==> src/include/wdmpc_params.svh <==
`ifndef WDMPC_PARAMS_SVH
`define WDMPC_PARAMS_SVH

// ----------------------------------------------------------------------
// register offsets (byte addresses)
// ----------------------------------------------------------------------
`define WDMPC_OFS_CTRL      5'h00
`define WDMPC_OFS_IRQ_STS   5'h04
`define WDMPC_OFS_IRQ_MSK   5'h08
`define WDMPC_OFS_CAUSE     5'h0C
`define WDMPC_OFS_CMD       5'h10

// ----------------------------------------------------------------------
// field positions
// ----------------------------------------------------------------------
`define WDMPC_BIT_IFLAG     7
`define WDMPC_BIT_IEN       6
`define WDMPC_BIT_PS3       5
`define WDMPC_BIT_CE        4
`define WDMPC_BIT_RE        3
`define WDMPC_BIT_CAUSE     0
`define WDMPC_BIT_GIE       0
`define WDMPC_BIT_RESTART   1
`define WDMPC_EV_IRQ        0
`define WDMPC_EV_RST        1

// ----------------------------------------------------------------------
// reset values and timing counts
// ----------------------------------------------------------------------
`define WDMPC_RST_PSEL      4'h0
`define WDMPC_RST_EV        2'h0
`define WDMPC_CE_CYCLES     3'h4
`define WDMPC_TO_BASE       2048
`define WDMPC_TO_MAX_CODE   4'h9
`define WDMPC_OSC_KHZ       128

`endif

==> src/include/wdmpc_pkg.sv <==
package wdmpc_pkg;

   typedef enum logic [1:0] {
      WD_STOPPED,
      WD_IRQ,
      WD_RESET,
      WD_IRQ_RESET
   } wdmpc_mode_e;

   typedef struct packed {
      logic        ack;
      logic [31:0] rdata;
      logic        ien;
      logic        iflag;
      logic        ce;
      logic [2:0]  ce_cnt;
      logic        re;
      logic [3:0]  psel;
      logic        gie;
      logic        cause;
      logic [19:0] cnt;
      logic        osc_s1;
      logic        osc_s2;
      logic        osc_d;
      logic        fuse_s1;
      logic        fuse_s2;
      logic [1:0]  sts;
      logic [1:0]  msk;
      logic        rst_pulse;
   } wdmpc_state_s;

endpackage

==> src/core/wdmpc_top.sv <==
// Overview of operation
// timer interrupt needs enable bit and global enable
// mode from fuse, reset enable, interrupt enable
// combined mode: first time-out sets flag
// vector execution clears enable and flag
// combined mode: unserviced second time-out resets
// software re-arms interrupt enable after each interrupt
// protected fields change only with change enable; the code sets reset enable without it
// change enable self-clears four cycles later
// reset cause flag forces reset enable high
// software clears cause flag before reset enable
// prescale select from bits five and two-zero
// base 2048 cycles, doubling up to 1048576
// reserved prescale codes act as longest period
// counter advances on separate slow oscillator
// writing one clears flag, zero keeps it
// software writes change enable and reset enable together
// restart command clears the counter
//
// Implementation choices: the register offsets and the Wishbone interface to the registers.
`timescale 1ns/100ps
`include "wdmpc_params.svh"

module wdmpc_top #(
   parameter int unsigned TIMEOUT_BASE = `WDMPC_TO_BASE
) (
   // clock and reset
   input  wire logic        sys_clk_i,
   input  wire logic        reset_i,
   // wishbone slave
   input  wire logic        wb_cyc_i,
   input  wire logic        wb_stb_i,
   input  wire logic        wb_we_i,
   input  wire logic [4:0]  wb_adr_i,
   input  wire logic [3:0]  wb_sel_i,
   input  wire logic [31:0] wb_dat_i,
   output logic      [31:0] wb_dat_o,
   output logic             wb_ack_o,
   // watchdog pins and processor hooks
   input  wire logic        wd_osc_i,
   input  wire logic        wd_always_on_fuse_i,
   input  wire logic        vector_exec_i,
   output logic             wd_irq_o,
   output logic             sys_reset_o,
   output logic             irq_o
);

   wdmpc_pkg::wdmpc_state_s q_ff;
   wdmpc_pkg::wdmpc_state_s nxt_q;
   wdmpc_pkg::wdmpc_mode_e  mode;
   logic [3:0]              code;
   logic [20:0]             limit;
   logic                    tick;
   logic                    fuse;
   logic                    access;
   logic                    wr;
   logic [7:0]              wd;
   logic                    set_flag;
   logic                    do_rst;
   logic                    new_req;
   logic                    restart;

   // ----------------------------------------------------------------------
   // mode and time-out limit
   // ----------------------------------------------------------------------
   // fuse is a pin level and passes the same two stages as the oscillator
   assign fuse = q_ff.fuse_s2;
   // one-cycle pulse on each rising edge of the synchronised slow oscillator
   assign tick = q_ff.osc_s2 & ~q_ff.osc_d;

   always_comb begin
      if (fuse) begin
         mode = wdmpc_pkg::WD_RESET;
      end else begin
         case ({q_ff.re, q_ff.ien})
            2'h0:    mode = wdmpc_pkg::WD_STOPPED;
            2'h1:    mode = wdmpc_pkg::WD_IRQ;
            2'h2:    mode = wdmpc_pkg::WD_RESET;
            2'h3:    mode = wdmpc_pkg::WD_IRQ_RESET;
            default: mode = wdmpc_pkg::WD_STOPPED;
         endcase
      end
   end

   always_comb begin
      // reserved codes clamp to the longest period
      code = (q_ff.psel > `WDMPC_TO_MAX_CODE) ? `WDMPC_TO_MAX_CODE : q_ff.psel;
      // a shorter code with the count past the limit times out on the next tick
      limit = 21'(TIMEOUT_BASE) << code;
   end

   // ----------------------------------------------------------------------
   // next state
   // ----------------------------------------------------------------------
   assign access = wb_cyc_i & wb_stb_i & q_ff.ack;
   assign wr     = access & wb_we_i & wb_sel_i[0];
   assign wd     = wb_dat_i[7:0];
   // request seen for the first time: answered one cycle later
   assign new_req = wb_cyc_i & wb_stb_i & ~q_ff.ack;
   // restart is applied in the counter step so that it wins over a tick
   assign restart = wr & (wb_adr_i == `WDMPC_OFS_CMD) & wd[`WDMPC_BIT_RESTART];

   always_comb begin
      nxt_q = q_ff;
      set_flag = 1'b0;
      do_rst = 1'b0;
      nxt_q.rst_pulse = 1'b0;

      // -------------------------------------------------------------------
      // synchronisers
      // -------------------------------------------------------------------
      nxt_q.osc_s1  = wd_osc_i;
      nxt_q.osc_s2  = q_ff.osc_s1;
      nxt_q.osc_d   = q_ff.osc_s2;
      nxt_q.fuse_s1 = wd_always_on_fuse_i;
      nxt_q.fuse_s2 = q_ff.fuse_s1;

      // -------------------------------------------------------------------
      // bus handshake
      // -------------------------------------------------------------------
      nxt_q.ack = new_req;

      // -------------------------------------------------------------------
      // change enable window
      // -------------------------------------------------------------------
      // the window counts down from the edge that opened it
      if (q_ff.ce) begin
         if (q_ff.ce_cnt == 3'h0) begin
            nxt_q.ce = 1'b0;
         end else begin
            nxt_q.ce_cnt = q_ff.ce_cnt - 3'h1;
         end
      end

      // -------------------------------------------------------------------
      // register writes
      // -------------------------------------------------------------------
      if (wr) begin
         case (wb_adr_i)
            `WDMPC_OFS_CTRL: begin
               if (wd[`WDMPC_BIT_IFLAG]) begin
                  nxt_q.iflag = 1'b0;
               end
               nxt_q.ien = wd[`WDMPC_BIT_IEN];
               // opening the window leaves prescale alone
               if (wd[`WDMPC_BIT_CE]) begin
                  nxt_q.ce     = 1'b1;
                  nxt_q.ce_cnt = `WDMPC_CE_CYCLES - 3'h1;
                  if (wd[`WDMPC_BIT_RE]) begin
                     nxt_q.re = 1'b1;
                  end
               end else begin
                  if (wd[`WDMPC_BIT_RE]) begin
                     nxt_q.re = 1'b1;
                  end else if (q_ff.ce) begin
                     nxt_q.re = 1'b0;
                  end
                  // prescale loads only inside the open window
                  if (q_ff.ce) begin
                     nxt_q.psel = {wd[`WDMPC_BIT_PS3], wd[2:0]};
                     nxt_q.ce   = 1'b0;
                  end
               end
            end
            `WDMPC_OFS_IRQ_STS: begin
               nxt_q.sts = q_ff.sts & ~wd[1:0];
            end
            `WDMPC_OFS_IRQ_MSK: begin
               nxt_q.msk = wd[1:0];
            end
            `WDMPC_OFS_CAUSE: begin
               if (!wd[`WDMPC_BIT_CAUSE]) begin
                  nxt_q.cause = 1'b0;
               end
            end
            `WDMPC_OFS_CMD: begin
               nxt_q.gie = wd[`WDMPC_BIT_GIE];
            end
            default: begin
            end
         endcase
      end

      // -------------------------------------------------------------------
      // interrupt vector taken by the processor
      // -------------------------------------------------------------------
      if (vector_exec_i) begin
         nxt_q.ien   = 1'b0;
         nxt_q.iflag = 1'b0;
      end

      // -------------------------------------------------------------------
      // counter and time-out
      // -------------------------------------------------------------------
      if (restart) begin
         nxt_q.cnt = 20'h00000;
      end else if (tick && mode != wdmpc_pkg::WD_STOPPED) begin
         if ({1'b0, q_ff.cnt} >= limit - 21'h000001) begin
            nxt_q.cnt = 20'h00000;
            case (mode)
               wdmpc_pkg::WD_IRQ: begin
                  set_flag = 1'b1;
               end
               wdmpc_pkg::WD_RESET: begin
                  do_rst = 1'b1;
               end
               wdmpc_pkg::WD_IRQ_RESET: begin
                  if (q_ff.iflag) begin
                     do_rst = 1'b1;
                  end else begin
                     set_flag = 1'b1;
                  end
               end
               default: begin
               end
            endcase
         end else begin
            nxt_q.cnt = q_ff.cnt + 20'h00001;
         end
      end

      // -------------------------------------------------------------------
      // events win over clears in the same cycle
      // -------------------------------------------------------------------
      if (set_flag) begin
         nxt_q.iflag = 1'b1;
         nxt_q.sts[`WDMPC_EV_IRQ] = 1'b1;
      end
      // internal emulation of the system reset being requested
      if (do_rst) begin
         nxt_q.rst_pulse = 1'b1;
         nxt_q.cause     = 1'b1;
         nxt_q.ien       = 1'b0;
         nxt_q.iflag     = 1'b0;
         nxt_q.ce        = 1'b0;
         nxt_q.psel      = `WDMPC_RST_PSEL;
         nxt_q.sts[`WDMPC_EV_RST] = 1'b1;
      end

      // -------------------------------------------------------------------
      // overrides of reset enable
      // -------------------------------------------------------------------
      if (nxt_q.cause) begin
         nxt_q.re = 1'b1;
      end
      if (fuse) begin
         nxt_q.re  = 1'b1;
         nxt_q.ien = 1'b0;
      end

      // -------------------------------------------------------------------
      // read data
      // -------------------------------------------------------------------
      // read data is registered and stands with the acknowledge
      if (new_req) begin
         case (wb_adr_i)
            `WDMPC_OFS_CTRL: begin
               nxt_q.rdata = {24'h000000, q_ff.iflag, q_ff.ien, q_ff.psel[3], q_ff.ce,
                              q_ff.re, q_ff.psel[2:0]};
            end
            `WDMPC_OFS_IRQ_STS: begin
               nxt_q.rdata = {30'h00000000, q_ff.sts};
            end
            `WDMPC_OFS_IRQ_MSK: begin
               nxt_q.rdata = {30'h00000000, q_ff.msk};
            end
            `WDMPC_OFS_CAUSE: begin
               nxt_q.rdata = {31'h00000000, q_ff.cause};
            end
            `WDMPC_OFS_CMD: begin
               nxt_q.rdata = {31'h00000000, q_ff.gie};
            end
            default: begin
               nxt_q.rdata = 32'h00000000;
            end
         endcase
      end

      // -------------------------------------------------------------------
      // synchronous reset
      // -------------------------------------------------------------------
      // prescale and event bits restart from their reset values
      if (reset_i) begin
         nxt_q = '0;
         nxt_q.psel = `WDMPC_RST_PSEL;
         nxt_q.sts  = `WDMPC_RST_EV;
         nxt_q.msk  = `WDMPC_RST_EV;
      end
   end

   // ----------------------------------------------------------------------
   // state register
   // ----------------------------------------------------------------------
   always_ff @(posedge sys_clk_i) begin
      q_ff <= nxt_q;
   end

   // ----------------------------------------------------------------------
   // outputs
   // ----------------------------------------------------------------------
   assign wb_ack_o    = q_ff.ack;
   assign wb_dat_o    = q_ff.rdata;
   assign wd_irq_o    = q_ff.iflag & q_ff.ien & q_ff.gie;
   // the block's own state is not reset by its request; it is emulated inside
   assign sys_reset_o = q_ff.rst_pulse;
   assign irq_o       = |(q_ff.sts & q_ff.msk);

endmodule

==> config.mk <==
export PLATFORM = sky130hd
export DESIGN_NAME = wdmpc_top
export DESIGN_NICKNAME = d
export VERILOG_FILES = /design/src/include/wdmpc_pkg.sv /design/src/core/wdmpc_top.sv
export VERILOG_INCLUDE_DIRS = /design/src /design/src/include
export SDC_FILE = /design/constraint.sdc
export NUM_CORES = 1
export LEC_CHECK = 0
export BUFFER_PORTS_ARGS = -buffer_cell sky130_fd_sc_hd__buf_2
export CAP_MARGIN = 15
export CORE_MARGIN = 1
export CORE_UTILIZATION = 52
export DETAILED_ROUTE_END_ITERATION = 16
export GPL_ROUTABILITY_DRIVEN = 0
export MAX_ROUTING_LAYER = met4
export PLACE_DENSITY_LB_ADDON = 0.08
export SYNTH_ARGS = -nofsm -noshare
export SYNTH_HDL_FRONTEND = slang
export SYNTH_SLANG_ARGS = --single-unit
==> constraint.sdc <==
create_clock -name sys_clk_i -period 3.2 [get_ports sys_clk_i]
set_input_delay 0.16 -clock sys_clk_i [delete_from_list [all_inputs] [get_ports sys_clk_i]]
set_output_delay 0.16 -clock sys_clk_i [all_outputs]
set_load 0.01 [all_outputs]
==> impl_metrics.json, run 1 <==
{
  "antenna_found_initial": 0,
  "track_usage_pct": 19.0,
  "ys_ff_latch": 52,
  "synth_compound_area_share_pct": 11.8,
  "clk_pin_slew_ns": 0.09,
  "synth_top_area_share_pct": 36.1,
  "layout-drive-gt1-share_pct": 20.1,
  "fin_area_um2": 3000,
  "post_cts_buffers": 0,
  "fin_tns_setup_ns": 0,
  "async_flop_share_pct": 0,
  "die_w_um": 76.5,
  "overflow": 0,
  "syn_inst": 333,
  "crit_type": "flip-flop to flip-flop",
  "dpl.hpwl_mm": 3.91,
  "ctsHoldBuffers": 0,
  "path_cells": "or2_2 > nand2b_1 > ha_1 > nor3_1 > a21o_1 > a32oi_1 > ha_1 > a21oi_1 > nor2b_1 > a311oi_2 > nand2_1 > a21o_1 > buf_12 > nor2_2",
  "r2r-start": "q_ff[32]",
  "grt_util_met1_pct": 25.7,
  "grt_pass1_wl_mm": 8.80,
  "max_slew_margin_pct": 62.6,
  "p_per_area_nw_per_um2": 357,
  "synth_seq_area_share_pct": 36.1,
  "drt_iter0_drc": 163,
  "end_kind": "flip-flop",
  "wl_mm": 5.21,
  "insertion_delay_ns": 0.29,
  "clk_path_buf_depth": 2,
  "arrival_ns": 3.14,
  "busiest_layer": "met2",
  "pin_count": 85,
  "synth_ff_type": "dfxtp_1",
  "syn_area_um2": 2880,
  "core_um2": 5240,
  "wl_per_cell_um": 12.3,
  "cts-root-buf": "clkbuf_8",
  "floorplan.initialDensity_pct": 55.0,
  "synth_top_area_cell": "dfxtp_1",
  "ant_nets": 0,
  "synthToLayoutAreaGrowth_pct": 4.21,
  "layout_setup_ws_ns": 0.296,
  "netlist_top_cells_area": "dfxtp_1 36%, buf_4 8.9%, ha_1 5.6%, a21oi_1 4.2%, nor2_2 4.1%",
  "htreeDepth": 2,
  "place_area_um2": 2930,
  "fin_util_pct": 57.4,
  "cts.sinks": 52,
  "outcome": "finished, final reports clean",
  "worst_r2r_endpoint": "q_ff[22]",
  "grt_pass1_vias": 1998,
  "synth-edff-count": 0,
  "worstHoldStart": "vector_exec_i",
  "grtUsageMet3_pct": 3.95,
  "fin_nets": 415,
  "via_per_inst": 5.16,
  "fin_skew_ns": 0.00498,
  "fin_crit_ns": 2.90,
  "fmax_mhz": 344,
  "cts_tree": "built",
  "crit_fanout": 20,
  "grt_setup_unrepaired": "no",
  "maxCapViolCount": 0,
  "drv_slew": 0,
  "dp_slack_ns": 0.341,
  "synth_top_family_by_area": "simple AND/OR/NAND/NOR gates",
  "synth-xor-area-share_pct": 6.38,
  "cts_buffers": 5,
  "muxShareOfSynthArea_pct": 2.43,
  "ir_drop_uv": 247,
  "ys_types": 45,
  "synth_area_per_cell_um2": 8.66,
  "min_path_cells": 2,
  "n_antenna_cell": 0,
  "hold_viol": 0,
  "placed_cells": 416,
  "cpPeakStageDelay_ns": 0.37,
  "worst_r2r_path_depth": 14,
  "drc_errors": 0,
  "yosysWarnings": 0,
  "holdPathEnd": "q_ff[42]",
  "std_cell_rows": 26,
  "finalPower_mw": 1.07,
  "grt_max_degree": 28,
  "routed-via-count": 2182,
  "hp-class": "primary input to flip-flop",
  "finalSetupViolCount": 0,
  "postCtsResizedCells": 0,
  "critPathSlowestCell": "dfxtp_1",
  "hold_ws_ns": 0.0382,
  "io_buffers": 33,
  "p_leak_nw": 1.18,
  "cp.required_ns": 3.44,
  "tightest_slew_ns": 0.556,
  "yosys.area_share.adder_pct": 5.64,
  "grtUsageMet2_pct": 29.1,
  "synthSimpleGateAreaFrac_pct": 24.8,
  "die_h_um": 76.5,
  "instances_no_fill": 423,
  "cp-start-kind": "flip-flop",
  "period_share_pct": 90.8,
  "die_area_um2": 5850,
  "first_pass_iters": 4,
  "reg2reg_slack_ns": 0.30
}
==> registers in the layout (all words and copies together) (netlist names) <==
signal / count
fuse: 1
q_ff: 41
sys_reset_o: 1
wb_ack_o: 1
wb_dat_o: 8
==> cells in the mapped netlist (2+ instances only) <==
cell type / instances
dfxtp_1: 52
buf_4: 34
nor2_1: 28
a21oi_1: 24
nand2_1: 20
nor2_2: 19
ha_1: 13
nand3_1: 13
inv_1: 11
xor2_1: 11
nor3_1: 10
xnor2_1: 10
nand4_1: 9
a22oi_1: 7
mux2i_1: 7
nor2b_1: 7
o21ai_0: 6
clkbuf_1: 5
nand2b_1: 5
a21o_1: 3
and3_1: 3
buf_2: 3
buf_6: 3
nand3b_1: 3
a31oi_1: 2
and3_4: 2
nor4_2: 2
o21a_1: 2
o31ai_1: 2
or2_2: 2
==> worst max-delay path, delay by kind of cell, from the launching register on <==
kind / cells / cell delay, ns
simple gates: 6 / 0.96
compound gates: 5 / 0.87
fa+ha+maj: 2 / 0.46
buf+inv: 1 / 0.16
flops: 1 / 0.37
==> routing by layer <==
layer	wire, um	part of all wire [%]
met1	2640	51
met2	2260	43
met3	279	5.4
met4	40	0.77
met5	0	0
==> cells by family (layout without fill, tap and decap cells) <==
| kind of cell | count (synthesis) | in the layout |
|---|---|---|
| buffers and inverters | 56 | 53 |
| other | 1 | 24 |
| multiplexers | 7 | 7 |
| AND/OR/NAND/NOR | 129 | 129 |
| adder cells (fa/ha/maj) | 13 | 13 |
| AO/OA/AOI/OAI | 54 | 54 |
| flip-flops | 52 | 52 |
| XOR/XNOR | 21 | 21 |
==> worst max-delay path by stage <==
stage | start | end | slack (ns)
floorplan | q_ff[32] | q_ff[23] | 0.62
global placement | q_ff[32] | q_ff[26] | 0.42
detailed placement | q_ff[32] | q_ff[19] | 0.34
CTS | q_ff[32] | q_ff[21] | 0.32
global route | q_ff[32] | q_ff[20] | 0.11
finish | q_ff[32] | q_ff[22] | 0.30
==> cell type report <==
class                           instances  area [um2]
Tap cell                               70        87.6
Inverter                               11        41.3
Clock buffer                            6        72.6
Multi-Input combinational cell        248        1560
Clock inverter                          1        5.00
Sequential cell                        52        1040
Fill cell                             506        2230
Timing Repair Buffer                   35         193
==> power by group <==
part	switching (mW)	internal, mW	leakage (nW)
Clock	0.197	0.149	0.0410
Combinational	0.0486	0.0236	0.722
Sequential	0.00344	0.651	0.420
Total	0.249	0.824	1.18
==> cells in the final DEF, fill, tap and decap left out, types with 9 or more instances in the layout <==
cell,count
nand4_1,9
xor2_1,11
a21oi_1,24
nand2_1,20
conb_1,24
nor2_2,19
xnor2_1,10
nand3_1,13
nor2_1,28
buf_2,33
inv_1,11
nor3_1,10
dfxtp_1,52
ha_1,13
(Power assumes the default switching activity.)
==> run 2, diff against run 1 <==
CELL_PAD_IN_SITES_DETAIL_PLACEMENT = 0   (was not set)
CELL_PAD_IN_SITES_GLOBAL_PLACEMENT = 1   (was not set)
CORE_UTILIZATION = 38   (was 52)
==> run 2 against run 1 <==
Die area up 36%. Cell count up 6.9%. Register-to-register slack better by 0.06 ns. Global-route usage down 3.4 points. Largest cell class unchanged. Design area up 1.2%.
==> impl_metrics.json, run 2 (synthesized netlist as in run 1, its figures left out) <==
{
  "outcome": "finished, final reports clean",
  "cp-start-kind": "flip-flop",
  "crit_fanout": 20,
  "hp-class": "primary input to flip-flop",
  "instances_no_fill": 452,
  "min_path_cells": 2,
  "r2r-start": "q_ff[32]",
  "grt_pass1_vias": 1892,
  "grt_setup_unrepaired": "no",
  "die_w_um": 89.1,
  "core_um2": 7290,
  "arrival_ns": 3.04,
  "drv_slew": 0,
  "die_area_um2": 7940,
  "layout_commonest_cell": "dfxtp_1",
  "path_cells": "or2_2 > nand2b_1 > ha_1 > nor3_1 > a21o_1 > a32oi_1 > ha_1 > nand3_1 > nor3_1 > a311oi_2 > nand2_1 > a21o_1 > buf_12 > nor2_2",
  "finalSetupViolCount": 0,
  "wl_per_cell_um": 12.4,
  "clk_pin_slew_ns": 0.09,
  "reg2reg_slack_ns": 0.36,
  "cts-root-buf": "clkbuf_8",
  "regArea_um2": 1040,
  "fillers": 775,
  "worstHoldStart": "vector_exec_i",
  "cts_buffers": 5,
  "placed_cells": 445,
  "std_cell_rows": 31,
  "wl_mm": 5.59,
  "max_slew_margin_pct": 62.3,
  "holdPathEnd": "q_ff[42]",
  "multiInputGateArea_um2": 1560,
  "insertion_delay_ns": 0.30,
  "fin_tns_setup_ns": 0,
  "post_cts_buffers": 0,
  "track_usage_pct": 15.5,
  "overflow": 0,
  "ir_drop_uv": 135,
  "grt_max_degree": 28,
  "postCtsResizedCells": 0,
  "n_antenna_cell": 0,
  "dp_slack_ns": 0.341,
  "most-common-layout-cells": "52 x dfxtp_1, 33 x buf_2, 28 x nor2_1",
  "end_kind": "flip-flop",
  "htreeDepth": 2,
  "critPathSlowestCell": "dfxtp_1",
  "first_pass_iters": 4,
  "dpl.hpwl_mm": 4.20,
  "clk_path_buf_depth": 2,
  "maxCapViolCount": 0,
  "drt_iter0_drc": 76,
  "synthToLayoutAreaGrowth_pct": 5.47,
  "ctsHoldBuffers": 0,
  "routed-via-count": 2165,
  "cp_top_family": "simple AND/OR/NAND/NOR gates",
  "cp.required_ns": 3.40,
  "drc_errors": 0,
  "floorplan.initialDensity_pct": 39.5,
  "largest_register_ffs": 41,
  "p_leak_nw": 1.18,
  "io_buffers": 33,
  "fin_crit_ns": 2.84,
  "via_per_inst": 4.79,
  "p_per_area_nw_per_um2": 356,
  "die_h_um": 89.1,
  "worst_r2r_endpoint": "q_ff[22]",
  "fin_skew_ns": 0.00511,
  "antenna_found_initial": 0,
  "pin_count": 85,
  "critical_path_buf_inv_count": 1,
  "ant_nets": 0,
  "period_share_pct": 88.8,
  "cts.sinks": 52,
  "fin_nets": 415,
  "layout_setup_ws_ns": 0.359,
  "cpPeakStageDelay_ns": 0.38,
  "fmax_mhz": 352,
  "crit_type": "flip-flop to flip-flop",
  "regMostFlops": "q_ff",
  "worst_r2r_path_depth": 14,
  "cts_tree": "built",
  "grt_pass1_wl_mm": 9.14,
  "tightest_slew_ns": 0.560,
  "layout-drive-gt1-share_pct": 20.1,
  "hold_viol": 0
}
## run 2: cell counts in the layout (fill, tap and decap cells not counted)
Identical to the previous run, type by type.
## run 2: worst max-delay path by stage
stage | from | end | slack [ns] | cells after the start
floorplan | q_ff[32] | q_ff[23] | 0.62 | 14
detailed placement | q_ff[32] | q_ff[27] | 0.34 | 14
global route | q_ff[33] | q_ff[12] | 0.07 | 14
finish | q_ff[32] | q_ff[22] | 0.36 | 14
CTS | q_ff[32] | q_ff[22] | 0.33 | 14
global placement | q_ff[33] | q_ff[26] | 0.38 | 14
## run 2: per-stage QoR
step / utilization, % / power [mW] / hold slack (ns) / instance area [um2]
floorplan: - / 0.741 / 0.234 / 2970
global placement: 40.6 / 0.743 / 0.358 / 2960
detailed placement: 40.6 / 0.742 / 0.363 / 2960
CTS: 41.7 / 1.10 / 0.0303 / 3040
global route: 41.7 / 1.14 / 0.0274 / 3040
finish: 41.7 / 1.08 / 0.0438 / 3040
## run 2: area by class of cell
type | instances | share of cell area, %
Sequential cell | 52 | 34.2
Timing Repair Buffer | 35 | 6.34
Clock buffer | 6 | 2.39
Tap cell | 99 | 4.07
Clock inverter | 1 | 0.165
Inverter | 11 | 1.36
Multi-Input combinational cell | 248 | 51.4
## run 2: report_power, final
group          internal [mW]  switching (mW)  leakage [nW]
Clock                  0.149           0.204        0.0410
Sequential             0.651         0.00342         0.420
Combinational         0.0235          0.0494         0.722
Total                  0.824           0.257          1.18
## run 2: worst reg2reg max path: stages, from the launching register on
cell	delay, ns
dfxtp_1	0.38
or2_2	0.33
nand2b_1	0.17
ha_1	0.25
nor3_1	0.15
a21o_1	0.10
a32oi_1	0.10
ha_1	0.29
nand3_1	0.07
nor3_1	0.22
a311oi_2	0.14
nand2_1	0.12
a21o_1	0.16
buf_12	0.19
nor2_2	0.06
## run 2: layer usage
| layer | wire length [um] | up-vias | track usage [%] |
|---|---|---|---|
| li1 | - | 1116 | - |
| met1 | 2880 | 987 | 21.2 |
| met2 | 2470 | 58 | 23.3 |
| met3 | 204 | 4 | 3.42 |
| met4 | 40 | 0 | 3.90 |
| met5 | 0 | - | - |
==> run 3, diff against run 2 <==
ABC_AREA = 1   (was not set)
CAP_MARGIN = 5   (was 15)
CORE_UTILIZATION = 37   (was 38)
==> run 3 against run 2 <==
Clock power rose by 12%. Global-route usage increased by 0.27 points. Design area is 8.8% higher. Via count increased by 19%. Combinational power is 7.5% higher. First-iteration DRC count decreased by 16%. Worst hold slack gained 0.011 ns. Utilization fell by 1.2 points. Critical endpoint is now q_ff[27].
==> impl_metrics.json, run 3 <==
{
  "outcome": "finished, final reports clean",
  "grtUsageMet3_pct": 2.18,
  "ys_top_cells_by_count": "72 x nand2_1, 63 x inv_1, 62 x nor2_1",
  "async_flop_share_pct": 0,
  "worstHoldStart": "wd_always_on_fuse_i",
  "first_pass_iters": 4,
  "wl_per_cell_um": 11.0,
  "ctsHoldBuffers": 0,
  "synth_ff_type": "dfxtp_1",
  "syn_area_um2": 3110,
  "hold_ws_ns": 0.0551,
  "routed-via-count": 2577,
  "clk_pin_slew_ns": 0.10,
  "p_per_area_nw_per_um2": 344,
  "track_usage_pct": 15.8,
  "grt_pass1_wl_mm": 10.7,
  "antenna_found_initial": 0,
  "instances_no_fill": 572,
  "fmax_mhz": 370,
  "layout_setup_ws_ns": 0.496,
  "synth_top_area_share_pct": 33.4,
  "drc_errors": 0,
  "multiInputGateArea_um2": 1640,
  "grtUsageMet2_pct": 26.3,
  "worst_r2r_endpoint": "q_ff[27]",
  "die_w_um": 93.7,
  "layout-drive-gt1-share_pct": 14.6,
  "finalPower_mw": 1.14,
  "ant_nets": 0,
  "maxCapViolCount": 0,
  "cts_buffers": 5,
  "clk_path_buf_depth": 2,
  "period_share_pct": 84.5,
  "yosysWarnings": 0,
  "layout_commonest_cell": "nand2_1",
  "grt_pass1_vias": 2348,
  "n_antenna_cell": 0,
  "io_buffers": 33,
  "place_area_um2": 3220,
  "fin_util_pct": 40.5,
  "largest_register_ffs": 41,
  "syn_inst": 441,
  "synth_top_area_cell": "dfxtp_1",
  "post_cts_buffers": 0,
  "cp.required_ns": 3.40,
  "hold_viol": 0,
  "reg2reg_slack_ns": 0.50,
  "fin_skew_ns": 0.00703,
  "fin_area_um2": 3310,
  "arrival_ns": 2.90,
  "synthToLayoutAreaGrowth_pct": 6.27,
  "ys_ff_latch": 52,
  "cp-start-kind": "flip-flop",
  "ys_types": 36,
  "regArea_um2": 1040,
  "worst_r2r_path_depth": 17,
  "r2r-start": "q_ff[35]",
  "yosysMostFrequentCell": "nand2_1",
  "drv_slew": 0,
  "most-common-layout-cells": "72 x nand2_1, 63 x inv_1, 62 x nor2_1",
  "htreeDepth": 2,
  "postCtsResizedCells": 0,
  "die_h_um": 93.7,
  "synth_seq_area_share_pct": 33.4,
  "via_per_inst": 4.51,
  "die_area_um2": 8780,
  "fin_crit_ns": 2.70,
  "busiest_layer": "met2",
  "wl_mm": 6.31,
  "core_um2": 8180,
  "regMostFlops": "q_ff",
  "std_cell_rows": 33,
  "cts_tree": "built",
  "grt_util_met1_pct": 20.1,
  "ir_drop_uv": 155,
  "holdPathEnd": "q_ff[6]",
  "grt_setup_unrepaired": "no",
  "cts-root-buf": "clkbuf_8",
  "cts.sinks": 52,
  "placed_cells": 564,
  "drt_iter0_drc": 64,
  "overflow": 0,
  "synth_area_per_cell_um2": 7.06,
  "fillers": 904,
  "netlist_top_cells_area": "dfxtp_1 33%, nand2_1 8.7%, buf_4 7.7%, inv_1 7.6%, nor2_1 7.5%",
  "floorplan.initialDensity_pct": 38.1,
  "dpl.hpwl_mm": 4.91,
  "hp-class": "primary input to flip-flop",
  "min_path_cells": 3,
  "crit_fanout": 17,
  "end_kind": "flip-flop",
  "insertion_delay_ns": 0.30,
  "grt_max_degree": 18,
  "fin_tns_setup_ns": 0,
  "max_slew_margin_pct": 47.5,
  "synth-edff-count": 0,
  "finalSetupViolCount": 0,
  "dp_slack_ns": 0.498,
  "crit_type": "flip-flop to flip-flop",
  "p_leak_nw": 1.49,
  "tightest_slew_ns": 0.785,
  "fin_nets": 528,
  "pin_count": 85
}
-- run 3: changes by cell type after synthesis, moves of 8 or more --
cell     previous run  this run
nand2_1            20        72
xor2_1             11         3
inv_1              11        63
nor2_2             19         4
nor2_1             28        62
o21ai_0             6        20
nand3_1            13        28
-- run 3: how the worst max path moves through the flow --
stage | start | endpoint | slack [ns] | cells past startpoint
2_1_floorplan | q_ff[34] | q_ff[27] | 0.88 | 17
3_3_place_gp | q_ff[35] | q_ff[25] | 0.49 | 17
3_5_place_dp | q_ff[35] | q_ff[27] | 0.50 | 17
4_1_cts | q_ff[35] | q_ff[28] | 0.48 | 17
5_1_grt | q_ff[35] | q_ff[36] | 0.16 | 16
6_report | q_ff[35] | q_ff[27] | 0.50 | 17
-- run 3: final cells by class --
cell class	count	share of cell area [%]
Multi-Input combinational cell	309	49.5
Sequential cell	52	31.5
Inverter	65	7.38
Timing Repair Buffer	33	4.99
Tap cell	105	3.97
Clock buffer	8	2.72
-- run 3: worst max-delay path: stages, from the launching register on --
cell     delay, ns
dfxtp_1       0.50
inv_1         0.13
nand3_1       0.12
nor2_1        0.07
inv_1         0.07
ha_1          0.17
nand3_1       0.10
xnor2_1       0.13
ha_1          0.27
nand2_1       0.04
nor2_1        0.22
inv_1         0.07
a21oi_1       0.16
a21oi_1       0.07
nand2_2       0.11
nand2_4       0.08
nand2_4       0.19
nor2_1        0.08
-- run 3: routing by layer --
metal	wire length, um	share of wire (%)
met1	3100	49
met2	3000	48
met5	0	0
met4	60	0.95
met3	143	2.3
-- run 3: power breakdown --
part,leakage (nW),switching (mW),internal (mW)
logic,1.02,0.0550,0.0235
clock network,0.0455,0.221,0.177
registers,0.421,0.00469,0.656
-- run 3: kinds of logic (layout without fill, tap and decap cells) --
logic type	count (synthesis)	count (layout)	share of synthesized area, %
other	1	24	0.120
adder cells (fa/ha/maj)	13	13	5.23
buffers and inverters	103	106	16.8
AND/OR/NAND/NOR	207	207	32.0
flip-flops	52	52	33.4
AO/OA/AOI/OAI	56	56	9.93
XOR/XNOR	9	9	2.53
